<file path="src/rtl/mfcv_consts.vh">
`ifndef MFCV_CONSTS_VH
`define MFCV_CONSTS_VH

`define MFCV_OFF_FLOW      12'h11c
`define MFCV_OFF_VLAN_TAG_FIRST     12'h120
`define MFCV_OFF_VLAN_TAG_SECOND     12'h124
`define MFCV_OFF_CTRL      12'h130
`define MFCV_OFF_STAT      12'h134

`define MFCV_FLOW_PT_HI    31
`define MFCV_FLOW_PT_LO    16
`define MFCV_FLOW_PASS     2
`define MFCV_FLOW_EN       1
`define MFCV_FLOW_BSY      0
`define MFCV_CTRL_FDX      0
`define MFCV_CTRL_SPD100   1
`define MFCV_CTRL_SEND     2
`define MFCV_CTRL_PROMISC  3

`define MFCV_TAG_RST       16'hffff
`define MFCV_PT_RST        16'h0000
`define MFCV_LEN_STD       11'd1518
`define MFCV_LEN_VLAN      11'd1522

`define MFCV_TYPE_MACCTL   16'h8808
`define MFCV_OPC_PAUSE     16'h0001
`define MFCV_BYTE_TYPE_HI  11'd12
`define MFCV_BYTE_TYPE_LO  11'd13
`define MFCV_BYTE_OPC_HI   11'd14
`define MFCV_BYTE_OPC_LO   11'd15
`define MFCV_BYTE_PT_HI    11'd16
`define MFCV_BYTE_PT_LO    11'd17

`define MFCV_LINK_CLK_HZ   40000000
`define MFCV_BIT_NS_10     100
`define MFCV_BIT_NS_100    10
`define MFCV_CLK_NS        25
`define MFCV_QUANTUM_BITS  512
`define MFCV_QUANTUM_CYC_10  ((`MFCV_QUANTUM_BITS * `MFCV_BIT_NS_10) / `MFCV_CLK_NS)
`define MFCV_QUANTUM_CYC_100 ((`MFCV_QUANTUM_BITS * `MFCV_BIT_NS_100) / `MFCV_CLK_NS)
`define MFCV_PAUSE_FRAME_BYTES 8'd64
`define MFCV_BP_CYCLES     12'd200

`endif

</file>
<file path="src/rtl/mfcv_flow_vlan.v">
// Our own choice: register access over Avalon-MM.
`timescale 1ns/100ps
`default_nettype none
`include "mfcv_consts.vh"
module mfcv_flow_vlan (
    input  wire        clk,
    input  wire        sys_rst,
    input  wire [11:0] avs_address,
    input  wire        avs_read,
    input  wire        avs_write,
    input  wire [31:0] avs_writedata,
    input  wire [3:0]  avs_byteenable,
    output reg  [31:0] avs_readdata,
    output wire        avs_waitrequest,
    output reg  [1:0]  avs_response,
    input  wire        rx_valid,
    input  wire        rx_sof,
    input  wire        rx_eof,
    input  wire [7:0]  rx_data,
    input  wire        rx_fcs_ok,
    input  wire        rx_addr_pass,
    output reg         rx_out_valid,
    output reg         rx_out_sof,
    output reg         rx_out_eof,
    output reg  [7:0]  rx_out_data,
    output reg         rx_stat_valid,
    output reg         rx_stat_filter,
    output reg         rx_stat_vlan_tag_first,
    output reg         rx_stat_vlan_tag_second,
    output reg         rx_stat_len_err,
    output reg         rx_stat_ctrl,
    output wire [15:0] coe_vlan_type,
    output wire        tx_hold,
    output reg         tx_pause_req,
    output reg  [15:0] tx_pause_time,
    input  wire        tx_pause_done,
    input  wire        carrier_in,
    output reg         back_pressure
);
    reg [31:16] pause_time_value_q;
    reg         pass_control_frames_q;
    reg         pause_handling_enable_q;
    reg         pause_tx_busy_q;
    reg [15:0]  tag_identifier_first_q;
    reg [15:0]  tag_identifier_second_q;
    reg         full_duplex_q;
    reg         speed_100_q;
    reg         promisc_q;
    reg         ack_q;
    reg [10:0]  byte_cnt_q;
    reg [15:0]  type_q;
    reg [15:0]  opc_q;
    reg [15:0]  rx_pt_q;
    reg [15:0]  quanta_q;
    reg [13:0]  slot_cnt_q;
    reg [11:0]  bp_cnt_q;
    reg         crs_s1_q;
    reg         crs_s2_q;
    reg         send_q;
    wire        vlan_tag_first_hit;
    wire        vlan_tag_second_hit;
    wire        is_pause;
    wire        fc_active;
    wire [13:0] slot_cyc;
    wire        acc;
    wire        wr_go;
    wire        rd_go;

    localparam [13:0] SLOT_10  = `MFCV_QUANTUM_CYC_10;
    localparam [13:0] SLOT_100 = `MFCV_QUANTUM_CYC_100;

    // one wait cycle, answer on second edge
    assign acc             = (avs_read | avs_write) & ~ack_q;
    assign avs_waitrequest = ~ack_q;
    assign wr_go           = avs_write & ack_q;
    assign rd_go           = avs_read & ack_q;
    assign coe_vlan_type   = tag_identifier_first_q;
    assign fc_active       = pause_handling_enable_q;
    assign slot_cyc        = speed_100_q ? SLOT_100 : SLOT_10;
    assign tx_hold         = (quanta_q != 16'h0000);

    always @(posedge clk or posedge sys_rst) begin
        if (sys_rst)
            ack_q <= 1'b0;
        else
            ack_q <= acc;
    end

    // register writes
    always @(posedge clk or posedge sys_rst) begin
        if (sys_rst) begin
            pause_time_value_q      <= `MFCV_PT_RST;
            pass_control_frames_q   <= 1'b0;
            pause_handling_enable_q <= 1'b0;
            tag_identifier_first_q  <= `MFCV_TAG_RST;
            tag_identifier_second_q <= `MFCV_TAG_RST;
            full_duplex_q           <= 1'b0;
            speed_100_q             <= 1'b0;
            promisc_q               <= 1'b0;
            send_q                  <= 1'b0;
        end else begin
            send_q <= 1'b0;
            if (wr_go) begin
                case (avs_address)
                    `MFCV_OFF_FLOW: begin
                        if (avs_byteenable[3])
                            pause_time_value_q[31:24] <= avs_writedata[31:24];
                        if (avs_byteenable[2])
                            pause_time_value_q[23:16] <= avs_writedata[23:16];
                        if (avs_byteenable[0]) begin
                            pass_control_frames_q   <= avs_writedata[`MFCV_FLOW_PASS];
                            pause_handling_enable_q <= avs_writedata[`MFCV_FLOW_EN];
                        end
                    end
                    `MFCV_OFF_VLAN_TAG_FIRST: begin
                        if (avs_byteenable[1])
                            tag_identifier_first_q[15:8] <= avs_writedata[15:8];
                        if (avs_byteenable[0])
                            tag_identifier_first_q[7:0] <= avs_writedata[7:0];
                    end
                    `MFCV_OFF_VLAN_TAG_SECOND: begin
                        if (avs_byteenable[1])
                            tag_identifier_second_q[15:8] <= avs_writedata[15:8];
                        if (avs_byteenable[0])
                            tag_identifier_second_q[7:0] <= avs_writedata[7:0];
                    end
                    `MFCV_OFF_CTRL: begin
                        if (avs_byteenable[0]) begin
                            full_duplex_q <= avs_writedata[`MFCV_CTRL_FDX];
                            speed_100_q   <= avs_writedata[`MFCV_CTRL_SPD100];
                            send_q        <= avs_writedata[`MFCV_CTRL_SEND];
                            promisc_q     <= avs_writedata[`MFCV_CTRL_PROMISC];
                        end
                    end
                    default: begin
                    end
                endcase
            end
        end
    end

    // read mux and response
    always @(posedge clk or posedge sys_rst) begin
        if (sys_rst) begin
            avs_readdata <= 32'h0000_0000;
            avs_response <= 2'b00;
        end else if (acc) begin
            avs_readdata <= 32'h0000_0000;
            avs_response <= 2'b00;
            case (avs_address)
                `MFCV_OFF_FLOW:
                    avs_readdata <= {pause_time_value_q, 13'h0000, pass_control_frames_q,
                                     pause_handling_enable_q, pause_tx_busy_q};
                `MFCV_OFF_VLAN_TAG_FIRST: avs_readdata <= {16'h0000, tag_identifier_first_q};
                `MFCV_OFF_VLAN_TAG_SECOND: avs_readdata <= {16'h0000, tag_identifier_second_q};
                `MFCV_OFF_CTRL:
                    avs_readdata <= {28'h0000000, promisc_q, 1'b0, speed_100_q, full_duplex_q};
                `MFCV_OFF_STAT:
                    avs_readdata <= {quanta_q, 14'h0000, back_pressure, tx_hold};
                default: avs_response <= 2'b10;
            endcase
        end
    end

    // receive byte counting and header capture
    always @(posedge clk or posedge sys_rst) begin
        if (sys_rst) begin
            byte_cnt_q <= 11'h000;
            type_q     <= 16'h0000;
            opc_q      <= 16'h0000;
            rx_pt_q    <= 16'h0000;
        end else if (rx_valid) begin
            if (rx_sof)
                byte_cnt_q <= 11'h001;
            else if (byte_cnt_q != 11'h7ff)
                byte_cnt_q <= byte_cnt_q + 11'h001;
            if (fc_active) begin
                if (byte_cnt_q == `MFCV_BYTE_TYPE_HI)
                    type_q[15:8] <= rx_data;
                if (byte_cnt_q == `MFCV_BYTE_TYPE_LO)
                    type_q[7:0] <= rx_data;
                if (byte_cnt_q == `MFCV_BYTE_OPC_HI)
                    opc_q[15:8] <= rx_data;
                if (byte_cnt_q == `MFCV_BYTE_OPC_LO)
                    opc_q[7:0] <= rx_data;
                if (byte_cnt_q == `MFCV_BYTE_PT_HI)
                    rx_pt_q[15:8] <= rx_data;
                if (byte_cnt_q == `MFCV_BYTE_PT_LO)
                    rx_pt_q[7:0] <= rx_data;
            end
        end
    end

    // bytes 13 and 14 are counts 12 and 13 from zero
    mfcv_tag_match u_tag1 (
        .clk     (clk),
        .sys_rst (sys_rst),
        .sof     (rx_valid & rx_sof),
        .hit_hi  (rx_valid & (byte_cnt_q == `MFCV_BYTE_TYPE_HI)),
        .hit_lo  (rx_valid & (byte_cnt_q == `MFCV_BYTE_TYPE_LO)),
        .data    (rx_data),
        .tag     (tag_identifier_first_q),
        .match_q (vlan_tag_first_hit)
    );

    mfcv_tag_match u_tag2 (
        .clk     (clk),
        .sys_rst (sys_rst),
        .sof     (rx_valid & rx_sof),
        .hit_hi  (rx_valid & (byte_cnt_q == `MFCV_BYTE_TYPE_HI)),
        .hit_lo  (rx_valid & (byte_cnt_q == `MFCV_BYTE_TYPE_LO)),
        .data    (rx_data),
        .tag     (tag_identifier_second_q),
        .match_q (vlan_tag_second_hit)
    );

    assign is_pause = fc_active && rx_fcs_ok && (type_q == `MFCV_TYPE_MACCTL)
                      && (opc_q == `MFCV_OPC_PAUSE);

    // data passthrough and end-of-frame status
    always @(posedge clk or posedge sys_rst) begin
        if (sys_rst) begin
            rx_out_valid    <= 1'b0;
            rx_out_sof      <= 1'b0;
            rx_out_eof      <= 1'b0;
            rx_out_data     <= 8'h00;
            rx_stat_valid   <= 1'b0;
            rx_stat_filter  <= 1'b0;
            rx_stat_vlan_tag_first   <= 1'b0;
            rx_stat_vlan_tag_second   <= 1'b0;
            rx_stat_len_err <= 1'b0;
            rx_stat_ctrl    <= 1'b0;
        end else begin
            rx_out_valid  <= rx_valid;
            rx_out_sof    <= rx_valid & rx_sof;
            rx_out_eof    <= rx_valid & rx_eof;
            rx_out_data   <= rx_data;
            rx_stat_valid <= rx_valid & rx_eof;
            if (rx_valid & rx_eof) begin
                rx_stat_vlan_tag_first   <= vlan_tag_first_hit;
                rx_stat_vlan_tag_second   <= vlan_tag_second_hit;
                rx_stat_len_err <= (byte_cnt_q >= ((vlan_tag_first_hit | vlan_tag_second_hit) ?
                                   `MFCV_LEN_VLAN : `MFCV_LEN_STD));
                rx_stat_ctrl    <= is_pause;
                if (promisc_q)
                    rx_stat_filter <= 1'b1;
                else if (is_pause)
                    rx_stat_filter <= pass_control_frames_q;
                else
                    rx_stat_filter <= rx_addr_pass;
            end
        end
    end

    // pause timer, full duplex only
    always @(posedge clk or posedge sys_rst) begin
        if (sys_rst) begin
            quanta_q   <= 16'h0000;
            slot_cnt_q <= 14'h0000;
        end else if (!full_duplex_q || !fc_active) begin
            quanta_q   <= 16'h0000;
            slot_cnt_q <= 14'h0000;
        end else if (rx_valid && rx_eof && is_pause) begin
            quanta_q   <= rx_pt_q;
            slot_cnt_q <= 14'h0000;
        end else if (quanta_q != 16'h0000) begin
            if (slot_cnt_q == slot_cyc - 14'h0001) begin
                slot_cnt_q <= 14'h0000;
                quanta_q   <= quanta_q - 16'h0001;
            end else begin
                slot_cnt_q <= slot_cnt_q + 14'h0001;
            end
        end
    end

    // pause send request, back pressure and busy
    always @(posedge clk or posedge sys_rst) begin
        if (sys_rst) begin
            crs_s1_q        <= 1'b0;
            crs_s2_q        <= 1'b0;
            bp_cnt_q        <= 12'h000;
            back_pressure   <= 1'b0;
            tx_pause_req    <= 1'b0;
            tx_pause_time   <= 16'h0000;
            pause_tx_busy_q <= 1'b0;
        end else begin
            crs_s1_q <= carrier_in;
            crs_s2_q <= crs_s1_q;
            if (full_duplex_q && fc_active && send_q && !pause_tx_busy_q) begin
                tx_pause_req  <= 1'b1;
                tx_pause_time <= pause_time_value_q;
            end else if (tx_pause_done) begin
                tx_pause_req <= 1'b0;
            end
            if (!full_duplex_q && fc_active && crs_s2_q) begin
                back_pressure <= 1'b1;
                bp_cnt_q      <= `MFCV_BP_CYCLES;
            end else if (bp_cnt_q != 12'h000) begin
                bp_cnt_q <= bp_cnt_q - 12'h001;
            end else begin
                back_pressure <= 1'b0;
            end
            pause_tx_busy_q <= (tx_pause_req & ~tx_pause_done) | back_pressure
                               | (full_duplex_q & fc_active & send_q);
        end
    end
endmodule // mfcv_flow_vlan
`default_nettype wire

</file>
<file path="src/rtl/mfcv_tag_match.v">
`timescale 1ns/100ps
`default_nettype none
module mfcv_tag_match (
    input  wire        clk,
    input  wire        sys_rst,
    input  wire        sof,
    input  wire        hit_hi,
    input  wire        hit_lo,
    input  wire [7:0]  data,
    input  wire [15:0] tag,
    output reg         match_q
);
    reg hi_ok_q;

    always @(posedge clk or posedge sys_rst) begin
        if (sys_rst) begin
            hi_ok_q <= 1'b0;
            match_q <= 1'b0;
        end else begin
            if (sof)
                match_q <= 1'b0;
            if (hit_hi)
                hi_ok_q <= (data == tag[15:8]);
            if (hit_lo)
                match_q <= hi_ok_q && (data == tag[7:0]);
        end
    end
endmodule // mfcv_tag_match
`default_nettype wire

</file>
<file path="config.mk">
export PLATFORM = sky130hd
export DESIGN_NAME = mfcv_flow_vlan
export DESIGN_NICKNAME = d
export VERILOG_FILES = /design/src/rtl/mfcv_flow_vlan.v /design/src/rtl/mfcv_tag_match.v
export VERILOG_INCLUDE_DIRS = /design/src /design/src/rtl
export SDC_FILE = /design/constraint.sdc
export NUM_CORES = 1
export LEC_CHECK = 0
export BUFFER_PORTS_ARGS = -buffer_cell sky130_fd_sc_hd__buf_4
export CAP_MARGIN = 30
export CORE_ASPECT_RATIO = 1.25
export CORE_MARGIN = 2
export CORE_UTILIZATION = 62
export DETAILED_ROUTE_END_ITERATION = 12
export PLACE_DENSITY = 0.86
export SLEW_MARGIN = 10
export SYNTH_ARGS = -nofsm -noshare
export SYNTH_HDL_FRONTEND = slang
export SYNTH_SLANG_ARGS = --single-unit
</file>
<file path="constraint.sdc">
create_clock -name clk -period 14.31 [get_ports clk]
set_input_delay 0.7155 -clock clk [delete_from_list [all_inputs] [get_ports clk]]
set_output_delay 0.7155 -clock clk [all_outputs]
set_load 0.02 [all_outputs]
</file>
; ---- After elaboration in Yosys (flattened, before gate mapping)
; Cells that the tools add are included.
[totals]
in_bits = 67
ff_bits = 231
elab_cells = 154
output_inout_bits = 87
[op_classes]
bitwise = 15
addsub = 5
reduce_logical = 41
order_cmp = 1
eq_ne = 20
mux = 28
[ops]
columns = cell, n
row1 = $pmux 32 s5, 1
row2 = $mux 16, 4
row3 = $eq 12x9->1 const B, 5
row4 = $mux 14, 4
row5 = $eq 11x4->1 const B, 4
row6 = $reduce_and 3->1, 14
row7 = $mux 12, 3
row8 = $eq 8x8->1, 4
row9 = $eq 11x5->1 const B, 2
row10 = $mux 11, 2
row11 = $eq 16x1->1 const B, 1
row12 = $eq 16x16->1 const B, 1
row13 = $reduce_bool 16->1, 1
row14 = $sub 16x1->16 const B, 1
row15 = $add 14x1->14 const B, 1
row16 = $eq 14x14->1, 1
row17 = $sub 12x1->13 const B, 1
row18 = $logic_and 1x1->1, 12
row19 = $mux 1, 12
row20 = $reduce_bool 12->1, 1
row21 = $sub 12x1->12 const B, 1
row22 = $add 11x1->11 const B, 1
row23 = $ge 11x11->1, 1
row24 = $ne 11x11->1 const B, 1
row25 = other kinds (12), 31

; ---- Depth between registers and ports, before layout
; Gate-level depths: netlist of the first run.
[depth]
depth_word = 7
mapped_depth = 10
ltp_nobuf = 9

; ---- Hierarchy
; Synthesis of the first run repeated with hierarchy kept, for this count alone.
[unflattened]
cells_unflattened = 908
area_unflattened_um2 = 10601.4
[by_module_without_submodules]
columns = mod, seq_area_each_um2, area_per_inst_um2, n_inst, cells_per_inst
row1 = mfcv_flow_vlan, 5695.5, 10090.9, 1, 844
row2 = mfcv_tag_match, 50.0, 255.2, 2, 32

; ---- Worst setup path after synthesis of the first run
; Ideal clock, no wire load.
[synth_path]
kind = input to register
startpoint = input port avs_address[9]
endpoint = register tag_identifier_first_q[10], in the netlist coe_vlan_type[10]
path_stages = 6
path_slack_ps = 11823
t_required_ps = 14228
setup_ps = 82
arrival_ps = 2404
n_path_buf = 1
path_cell_list = nor4b_1 nand4_1 nor3_1 and4_1 buf_2 mux2_2
[synth_via]
elab_chain_cells = 2
[synth_rtl]
columns = item, line
row1 = "start, declared", mfcv_flow_vlan.v:8  ; input wire [11:0] avs_address,
row2 = $eq 12x9->1, mfcv_flow_vlan.v:104  ; case (avs_address)
row3 = $reduce_and 3->1 (no line), --
row4 = "end signal, assigned", mfcv_flow_vlan.v:95  ; tag_identifier_first_q <= `MFCV_TAG_RST;
row5 = "end signal, assigned", mfcv_flow_vlan.v:117  ; tag_identifier_first_q[15:8] <= avs_writedata[15:8];
row6 = "end, declared", mfcv_flow_vlan.v:44  ; reg [15:0] tag_identifier_first_q;
; Every way passes these cells.
; A chain may end at the register's enable or synchronous reset.

; ---- Worst setup path in the final report of the first run
[layout_path]
startpoint = register quanta_q[0]
endpoint = output port tx_hold
[layout_via]
elab_chain_cells = 1
[layout_rtl]
columns = item, line
row1 = "start, declared", mfcv_flow_vlan.v:54  ; reg [15:0] quanta_q;
row2 = "start signal, assigned", mfcv_flow_vlan.v:264  ; quanta_q <= rx_pt_q;
row3 = "start signal, assigned", mfcv_flow_vlan.v:269  ; quanta_q <= quanta_q - 16'h0001;
row4 = $reduce_bool 16->1, mfcv_flow_vlan.v:80  ; assign tx_hold = (quanta_q != 16'h0000);
row5 = "end, declared", mfcv_flow_vlan.v:33  ; output wire tx_hold,
; Every way passes these cells.

==> results of run 1 <==
## power by group through the flow
stage	logic [mW]	clock network [mW]	registers (mW)
after detailed placement	0.116	0	0.705
after CTS	0.119	0.631	0.695
after global placement	0.111	0	0.704
after floorplan	0.0731	0	0.703
after global routing	0.133	0.659	0.698
final	0.119	0.624	0.695
## registers in the layout, indices dropped and copies added (netlist names), 8 cells and up
name	flops
rx_out_data	8
rx_pt_q	16
tx_pause_time	16
tag_identifier_second_q	16
type_q	16
opc_q	16
pause_time_value_q	16
byte_cnt_q	11
quanta_q	16
bp_cnt_q	12
coe_vlan_type	16
avs_readdata	32
slot_cnt_q	14
## cells by family after synthesis
family,Yosys count,synth area share
flip-flops,230,0.553
adder cells (fa/ha/maj),11,0.0131
XOR/XNOR,68,0.0568
AO/OA/AOI/OAI,140,0.0809
other,1,0.000358
buffers and inverters,61,0.0235
AND/OR/NAND/NOR,279,0.143
multiplexers,121,0.130
## synthesized netlist by cell type (all sizes together), types with 2 or more instances
cell type,count,area share
dfrtp,198,0.47
mux2,117,0.13
nand2,82,0.029
o21ai,61,0.029
nor2,45,0.016
xor2,38,0.032
dfstp,32,0.080
clkbuf,30,0.011
xnor2,30,0.025
a21oi,29,0.014
a22oi,28,0.020
nand3,24,0.011
nand4,22,0.013
inv,21,0.0075
nor3,21,0.011
nor4,18,0.011
nor4b,12,0.011
ha,11,0.013
buf,9,0.0049
and3,8,0.0049
and2,6,0.0036
and4,5,0.0042
o21a,5,0.0036
or2,5,0.0030
or3,5,0.0035
mux2i,4,0.0038
or4,4,0.0032
nand2b,3,0.0018
nand3b,3,0.0021
nand4b,3,0.0025
nor2b,3,0.0018
nor3b,3,0.0026
o31ai,3,0.0021
a222oi,2,0.0019
a31oi,2,0.0012
nor4bb,2,0.0019
or4b,2,0.0019
## worst min-delay path by stage
stage	endpoint	slack [ns]	depth (start not counted)
3_5_place_dp	crs_s2_q	0.36	0
5_1_grt	avs_readdata[28]	0.24	2
2_1_floorplan	crs_s2_q	0.33	0
3_3_place_gp	crs_s2_q	0.34	0
6_report	slot_cnt_q[13]	0.21	2
4_1_cts	quanta_q[14]	0.21	2
## layout make-up
class / count / area, sq um / share of cell area
inverter: 22 / 90.1 / 0.00710
clock inverter: 9 / 128 / 0.0101
sequential: 230 / 5800 / 0.457
clock buffer: 32 / 659 / 0.0520
timing repair buffer: 164 / 1280 / 0.101
multi-input combinational: 620 / 4450 / 0.351
tap: 220 / 275 / 0.0217
## layer usage
layer  global-route usage  routed length [um]  vias up
met5                    0                   0        -
met4                0.111                 951        0
met3               0.0443                1510       70
met2                0.512               14100      306
met1                0.350                9860     3953
li1                     -                   -     3565
## stage by stage
stage	utilization	hold slack (ns)	instances	instance area [sq um]	worst slack (ns)
global placement	0.706	0.343	1250	11800	11.10
global route	0.759	0.237	1297	12700	10.57
floorplan	-	0.331	911	10500	7.34
detailed placement	0.709	0.358	1253	11800	10.96
finish	0.759	0.207	1297	12700	10.79
CTS	0.756	0.208	1294	12600	10.88
## critical path, cell delays in order (launching register included)
cell	delay [ns]
dfrtp_1	0.47
inv_1	0.09
ha_1	0.21
nor4b_1	0.36
nand2_1	0.26
nor3_4	0.32
inv_1	0.32
buf_4	0.26
==> flow_metrics.py, run 1 <==
metrics = {
    "sta": {
        "period_share": 0.246,
        "setup_viol": 0,
        "final.setup.tns_ns": 0,
        "slew_headroom": 0.386,
        "finalHoldViolCount": 0,
        "slew_violations": 0,
        "period_needed_ns": 3.52,
        "grt_setup_unrepaired": "false",
        "finClkSkew_ns": 0.0209,
        "fmax_mhz": 284,
        "max_slew.worst_pin.slew_ns": 0.918,
    },
    "setup_path": {
        "r2r-end": "quanta_q[2]",
        "setup.worst_path.end_class": "primary output",
        "crit_start": "quanta_q[0]",
        "rrSetupSlack_ns": 11.60,
        "worstReg2RegStart": "type_q[9]",
        "crit_end": "tx_hold",
        "rr_worst_depth": 6,
        "required_ns": 13.59,
        "cp.arrival_ns": 2.80,
        "cp_max_fo": 12,
        "crit_path_start_kind": "flip-flop",
        "worstSetupPathType": "reg2out",
    },
    "cts": {
        "cts_buffers": 23,
        "clock-root-buffer": "clkbuf_16",
        "cts_resized": 0,
        "hold_buffers": 0,
        "cts_setup_buffers": 0,
        "cts_tree": "built",
        "clk_latency_ns": 0.52,
        "cts.clk_slew.worst_paths_ns": 0.07,
        "clock_path_buffers": 3,
        "cts_sinks": 230,
        "htree_levels": 1,
    },
    "power_and_ir_drop": {
        "p_int_mw": 1.10,
        "seq_power_share": 0.483,
        "swShare": 0.238,
        "ir_drop_mv": 0.110,
        "power_frac_clock": 0.434,
        "pwr-share-comb": 0.083,
        "finalPower_mw": 1.44,
        "power_density_nw_per_um2": 113,
        "leakage_nw": 5.89,
        "p_switching_mw": 0.342,
    },
    "place": {
        "hpwl_um": 17400,
        "io_buffers": 152,
        "place.gp.congestion": 0.891,
    },
    "cells_and_area": {
        "syn_to_final_growth_pct": 21.0,
        "layout-drive-gt1-share": 0.340,
        "fillers": 1101,
        "final_common_cell": "dfrtp_1",
        "antenna_cells": 0,
        "final_cell_mix": "dfrtp_1, buf_4, mux2_2",
        "nets": 1139,
    },
    "yosys": {
        "synth_edf_count": 0,
        "ys_seq_elements": 230,
        "synthCells": 911,
        "ys_seq_area_frac": 0.553,
        "postSynthAreaPerCell_sq_um": 11.5,
        "syn_area_sq_um": 10500,
        "async_flop_share": 1.00,
        "synthFlopType": "dfrtp_1",
        "ys_types": 65,
        "yosys_warnings": 0,
        "synth_nets": 989,
    },
    "route": {
        "ant_nets": 0,
        "firstDrtPassIters": 5,
        "drt-total-wl_um": 26500,
        "wl_per_cell_um": 20.4,
        "via_count": 7894,
        "drt-vias-per-instance": 6.09,
        "drc": 0,
        "dr.first_iter.drc_count": 694,
    },
    "die": {
        "die_h_um": 149,
        "ios": 154,
        "core_sq_um": 16700,
        "die_w_um": 120,
        "dieArea_sq_um": 18000,
        "rows": 53,
        "floorplan.initialDensity": 0.627,
    },
    "global_routing": {
        "gr-total-overflow": 0,
        "grt_usage": 0.287,
        "grt_antenna_before_repair": 0,
        "grt_pass1_wl_um": 41100,
        "grt_pass1_vias": 8089,
        "grt_max_degree": 106,
    },
    "job": {
        "maxCapViolCount": 0,
    },
    "hold_path": {
        "hold_path_class": "in2async",
    },
    "outcome": {
        "outcome": "complete, no violations",
    },
}
(Power assumes the default switching activity.)
==> run 2, diff against run 1 <==
--- a/config.mk
+++ b/config.mk
@@ -10,9 +10,9 @@
 export CAP_MARGIN = 30
 export CORE_ASPECT_RATIO = 1.25
 export CORE_MARGIN = 2
-export CORE_UTILIZATION = 62
+export CORE_UTILIZATION = 57
 export DETAILED_ROUTE_END_ITERATION = 12
-export PLACE_DENSITY = 0.86
+export PLACE_DENSITY = 0.8
 export SLEW_MARGIN = 10
 export SYNTH_ARGS = -nofsm -noshare
 export SYNTH_HDL_FRONTEND = slang
==> constraint.sdc (replaced) <==
create_clock -name clk -period 3.45 [get_ports clk]
set_input_delay 0.1725 -clock clk [delete_from_list [all_inputs] [get_ports clk]]
set_output_delay 0.1725 -clock clk [all_outputs]
set_load 0.02 [all_outputs]
==> run 2 against run 1 <==
Net effect: worst hold slack worse by 0.15 ns; flip-flop and latch count stayed put; final area is 3.9% higher; global-route usage is 2.2 points lower; final cell count is 4.5% higher; register-to-register slack worse by 11 ns; core utilization is 3.1 points lower; combinational power grew to 4.5 times the previous value; die area is 8.5% higher; critical path type unchanged.
==> flow_metrics.py, run 2 (synthesized netlist as in run 1, its figures left out) <==
metrics = {
    "place": {
        "io_buffers": 152,
        "place.gp.congestion": 0.937,
        "hpwl_um": 17400,
        "dp_cells": 1267,
    },
    "cells_and_area": {
        "syn_to_final_growth_pct": 25.8,
        "final_common_cell": "dfrtp_1",
        "largest_reg_flops": 32,
        "top_register": "avs_readdata",
        "layout-drive-gt1-share": 0.327,
        "final_cell_mix": "dfrtp_1, buf_4, mux2_2",
        "nets": 1189,
        "multi_input_area_sq_um": 4450,
        "final_cells": 1355,
        "fillers": 1209,
        "antenna_cells": 0,
        "ff_latch_area_sq_um": 5800,
    },
    "setup_path": {
        "setup.worst_path.end_class": "primary output",
        "crit_path_start_kind": "flip-flop",
        "cp.arrival_ns": 2.80,
        "path_cells": "inv_1 > ha_1 > nor4b_1 > nand2_1 > nor3_4 > inv_1 > buf_4",
        "crit_top_cell": "inv_1",
        "worstSetupPathType": "reg2out",
        "crit_buf_inv": 3,
        "critPathTopFamily": "simple AND/OR/NAND/NOR gates",
        "max_stage_delay_ns": 0.43,
        "cp_max_fo": 12,
        "crit_path_top_delay_cell": "dfrtp_1",
        "required_ns": 3.28,
    },
    "job": {
        "maxCapViolCount": 0,
    },
    "die": {
        "ios": 154,
        "rows": 55,
        "floorplan.initialDensity": 0.579,
        "die_h_um": 156,
        "dieArea_sq_um": 19500,
        "core_sq_um": 18100,
        "die_w_um": 125,
    },
    "route": {
        "m1WireLength_um": 10200,
        "wl_per_cell_um": 19.0,
        "firstDrtPassIters": 5,
        "drc": 0,
        "highest_layer": "met4",
        "drt-total-wl_um": 25800,
        "ant_nets": 0,
        "wl_met2_um": 13500,
        "wl_met3_um": 1270,
        "via_count": 7913,
        "drt-vias-per-instance": 5.84,
        "dr.first_iter.drc_count": 569,
    },
    "sta": {
        "max_slew.worst_pin.slew_ns": 0.860,
        "slew_headroom": 0.423,
        "finalHoldViolCount": 0,
        "period_needed_ns": 2.98,
        "slew_violations": 0,
        "fmax_mhz": 336,
        "grt_setup_unrepaired": "false",
        "period_share": 0.863,
        "final.setup.tns_ns": 0,
        "finClkSkew_ns": 0.0150,
        "setup_viol": 0,
    },
    "hold_path": {
        "hold_path_class": "in2reg",
    },
    "cts": {
        "cts.clk_slew.worst_paths_ns": 0.06,
        "clock_path_buffers": 3,
        "clock-root-buffer": "clkbuf_16",
        "cts_sinks": 230,
        "htree_levels": 1,
        "cts_tree": "built",
        "cts_setup_buffers": 0,
        "clk_latency_ns": 0.52,
        "cts_buffers": 23,
    },
    "power_and_ir_drop": {
        "power_density_nw_per_um2": 457,
        "p_switching_mw": 1.43,
        "p_int_mw": 4.60,
        "leakage_nw": 6.11,
        "power_frac_clock": 0.433,
        "seq_power_share": 0.478,
        "swShare": 0.237,
        "pwr-share-comb": 0.088,
        "ir_drop_mv": 0.408,
    },
    "global_routing": {
        "gr-total-overflow": 0,
        "grt_pass1_wl_um": 41800,
        "grt_antenna_before_repair": 0,
        "grt_max_degree": 69,
        "grt_pass1_vias": 8223,
        "grt_usage": 0.265,
    },
    "outcome": {
        "outcome": "complete, no violations",
    },
}
[run 2: cell count changes in the layout (fill, tap and decap cells not counted), sizes merged]
cell	change
dlygate4sd3	+46
buf	+4
clkinv	+1
clkinvlp	-1
[run 2: area by class of cell]
| class | count | share of cell area |
|---|---|---|
| timing repair buffer | 214 | 0.134 |
| sequential | 230 | 0.440 |
| clock inverter | 9 | 0.0103 |
| tap | 228 | 0.0216 |
| multi-input combinational | 620 | 0.338 |
| inverter | 22 | 0.00655 |
| clock buffer | 32 | 0.0500 |
[run 2: worst paths after layout]
kind / slack [ns] / from / end / cells after the start
worst max-delay path: 0.47 / quanta_q[1] / tx_hold / 7
worst min-delay path: 0.06 / avs_address[5] / pass_control_frames_q / 4
worst max register to register: 0.86 / quanta_q[1] / quanta_q[4] / 9
worst min register to register: 0.37 / crs_s1_q / crs_s2_q / 0
max in group asynchronous: 2.32 / sys_rst / rx_out_data[2] / 5
min in group asynchronous: 0.24 / sys_rst / quanta_q[14] / 3
[run 2: what timing repair did]
item / in CTS / in global routing
hold endpoints to repair: 87 / 0
resized for setup: 0 / 0
hold buffers: 46 / 0
[run 2: metal layers]
metal	up-vias	global-route usage
li1	3660	-
met1	3926	0.324
met2	266	0.475
met3	61	0.0412
met4	0	0.0989
met5	-	0
[run 2: worst min-delay path, delay by kind of cell]
kind	cells	cell delay, ns
AOI/OAI and AO/OA	1	0.08
buffers and inverters	1	0.11
and+or+nand+nor	2	0.18
[run 2: metrics by stage]
step | hold WS, ns | power, mW | utilization | area, sq um | worst slack, ns
global route | 0.0764 | 6.24 | 0.728 | 13200 | 0.275
global placement | 0.295 | 3.39 | 0.658 | 11900 | 1.03
finish | 0.0611 | 6.02 | 0.728 | 13200 | 0.474
floorplan | 0.204 | 3.22 | - | 10500 | 0.296
CTS | 0.0454 | 6.06 | 0.728 | 13200 | 0.550
detailed placement | 0.235 | 3.42 | 0.659 | 11900 | 0.981
[run 2: power by group through the flow]
stage | clock network (mW) | logic [mW] | registers, mW
3_3_place_gp | 0 | 0.473 | 2.92
2_1_floorplan | 0 | 0.304 | 2.92
6_report | 2.61 | 0.533 | 2.88
5_1_grt | 2.76 | 0.594 | 2.89
4_1_cts | 2.64 | 0.537 | 2.88
3_5_place_dp | 0 | 0.491 | 2.93
==> run 3, diff against run 2 <==
--- a/config.mk
+++ b/config.mk
@@ -8,11 +8,13 @@
 export LEC_CHECK = 0
 export BUFFER_PORTS_ARGS = -buffer_cell sky130_fd_sc_hd__buf_4
 export CAP_MARGIN = 30
+export CELL_PAD_IN_SITES_DETAIL_PLACEMENT = 1
+export CELL_PAD_IN_SITES_GLOBAL_PLACEMENT = 1
 export CORE_ASPECT_RATIO = 1.25
 export CORE_MARGIN = 2
-export CORE_UTILIZATION = 57
+export CORE_UTILIZATION = 46
 export DETAILED_ROUTE_END_ITERATION = 12
-export PLACE_DENSITY = 0.8
+export PLACE_DENSITY_LB_ADDON = 0.1
 export SLEW_MARGIN = 10
 export SYNTH_ARGS = -nofsm -noshare
 export SYNTH_HDL_FRONTEND = slang
==> run 3 against run 2 <==
Net effect: flip-flop and latch count unchanged; final area increased by 0.58%; largest power group unchanged; combinational power increased by 1%; non-clock buffer count decreased by 2; critical path depth unchanged; critical path type unchanged; maximum frequency decreased by 0.21%; worst hold slack got worse by 0.0031 ns; sequential power about the same; largest cell class unchanged; clock skew decreased by 0.0065 ns; register-to-register slack got worse by 0.06 ns; clock power increased by 4%; via count decreased by 0.45%.
==> flow_metrics.py, run 3 (synthesized netlist as in run 1, its figures left out) <==
metrics = {
    "cts": {
        "cts_setup_buffers": 0,
        "clk_latency_ns": 0.53,
        "cts_sinks": 230,
        "cts.clk_slew.worst_paths_ns": 0.06,
        "htree_levels": 1,
        "cts_resized": 0,
        "clock_path_buffers": 3,
        "cts_tree": "built",
        "clock-root-buffer": "clkbuf_16",
        "cts_buffers": 25,
    },
    "setup_path": {
        "crit_top_cell": "inv_1",
        "cp_max_fo": 12,
        "crit_path_top_delay_cell": "dfrtp_1",
        "required_ns": 3.28,
        "path_cells": "inv_1 > ha_1 > nor4b_1 > nand2_1 > nor3_4 > inv_1 > buf_4",
        "setup.worst_path.end_class": "primary output",
        "crit_start": "quanta_q[0]",
        "cp.arrival_ns": 2.81,
        "worstReg2RegStart": "type_q[0]",
        "worstSetupPathType": "reg2out",
        "max_stage_delay_ns": 0.43,
        "crit_path_start_kind": "flip-flop",
    },
    "global_routing": {
        "grt_pass1_vias": 8645,
        "grt_usage": 0.242,
        "grt_max_degree": 137,
        "grt_pass1_wl_um": 47100,
        "gr-total-overflow": 0,
        "grt_antenna_before_repair": 0,
    },
    "cells_and_area": {
        "syn_to_final_growth_pct": 26.5,
        "final_cell_mix": "dfrtp_1, buf_4, mux2_2",
        "fillers": 2331,
        "largest_reg_flops": 32,
        "layout-drive-gt1-share": 0.328,
        "top_register": "avs_readdata",
        "antenna_cells": 0,
        "nets": 1189,
        "final_common_cell": "dfrtp_1",
    },
    "route": {
        "drt-vias-per-instance": 5.57,
        "m1WireLength_um": 11900,
        "wl_per_cell_um": 20.5,
        "wl_met2_um": 15600,
        "dr.first_iter.drc_count": 378,
        "wl_met3_um": 862,
        "drt-total-wl_um": 29000,
        "drc": 0,
        "firstDrtPassIters": 4,
        "ant_nets": 0,
        "via_count": 7877,
        "highest_layer": "met4",
    },
    "die": {
        "die_w_um": 139,
        "rows": 61,
        "die_h_um": 173,
        "floorplan.initialDensity": 0.470,
        "ios": 154,
        "core_sq_um": 22300,
        "dieArea_sq_um": 24000,
    },
    "power_and_ir_drop": {
        "power_density_nw_per_um2": 463,
        "leakage_nw": 6.11,
        "ir_drop_mv": 0.433,
    },
    "sta": {
        "final.setup.tns_ns": 0,
        "max_slew.worst_pin.slew_ns": 0.821,
        "period_share": 0.864,
        "fmax_mhz": 335,
        "period_needed_ns": 2.98,
        "grt_setup_unrepaired": "false",
        "finClkSkew_ns": 0.00855,
        "finalHoldViolCount": 0,
        "whs_ns": 0.0580,
        "setup_viol": 0,
        "slew_headroom": 0.448,
        "slew_violations": 0,
    },
    "hold_path": {
        "min_from": "avs_address[5]",
        "hold_path_class": "in2reg",
    },
    "outcome": {
        "outcome": "complete, no violations",
    },
    "place": {
        "io_buffers": 152,
        "place.gp.congestion": 0.785,
        "hpwl_um": 20200,
    },
    "job": {
        "maxCapViolCount": 0,
    },
}
## run 3: changes by cell type in the layout (fill, tap and decap cells not counted), sizes merged
cell | previous run | this run
clkbuf | 33 | 38
clkinvlp | 2 | 1
buf | 167 | 166
clkinv | 5 | 6
bufinv | 3 | 2
## run 3: layer usage
layer  GRT usage  vias to the layer above
met5           0                        -
li1            -                     3653
met3      0.0305                       34
met1       0.295                     4054
met2       0.453                      136
met4      0.0598                        0
## run 3: repair_timing
action,in CTS,in global routing
hold endpoints to repair,268,0
setup endpoints to repair,0,0
hold buffers,46,0
## run 3: layout make-up
| cell class | count | area (sq um) | share of cell area |
|---|---|---|---|
| sequential | 230 | 5800 | 0.437 |
| multi-input combinational | 620 | 4460 | 0.336 |
| timing repair buffer | 212 | 1740 | 0.131 |
| clock buffer | 38 | 734 | 0.0554 |
| tap | 283 | 354 | 0.0267 |
| clock inverter | 8 | 97.6 | 0.00736 |
| inverter | 22 | 86.3 | 0.00651 |
## run 3: final timing paths
kind                                    endpoint  slack (ns)  depth (start not counted)
min reg2reg                             crs_s2_q        0.35                          0
max                                      tx_hold        0.47                          7
min in group asynchronous           bp_cnt_q[11]        0.36                          4
max reg2reg                       slot_cnt_q[13]        0.80                          6
max in group asynchronous       avs_readdata[11]        2.43                          4
min                        pass_control_frames_q        0.06                          4
## run 3: through the flow
step | power, mW | worst slack [ns] | util | std cells | instance area (sq um)
2_1_floorplan | 3.22 | 0.296 | - | 911 | 10500
3_3_place_gp | 3.41 | 0.897 | 0.536 | 1319 | 11900
5_1_grt | 6.38 | 0.292 | 0.595 | 1413 | 13300
6_report | 6.14 | 0.468 | 0.595 | 1413 | 13300
3_5_place_dp | 3.44 | 0.826 | 0.537 | 1321 | 12000
4_1_cts | 6.20 | 0.443 | 0.595 | 1413 | 13300
## run 3: power by group
| part | internal, mW | switching [mW] |
|---|---|---|
| Sequential | 2.79 | 0.0946 |
| Clock | 1.62 | 1.10 |
| Combinational | 0.234 | 0.306 |
## run 3: worst max-delay path, delay by kind of cell, from the launching register on
family / cells / cell delay [ns]
DFF: 1 / 0.43
and+or+nand+nor: 3 / 0.99
adders and majority gates: 1 / 0.20
buffers and inverters: 3 / 0.66
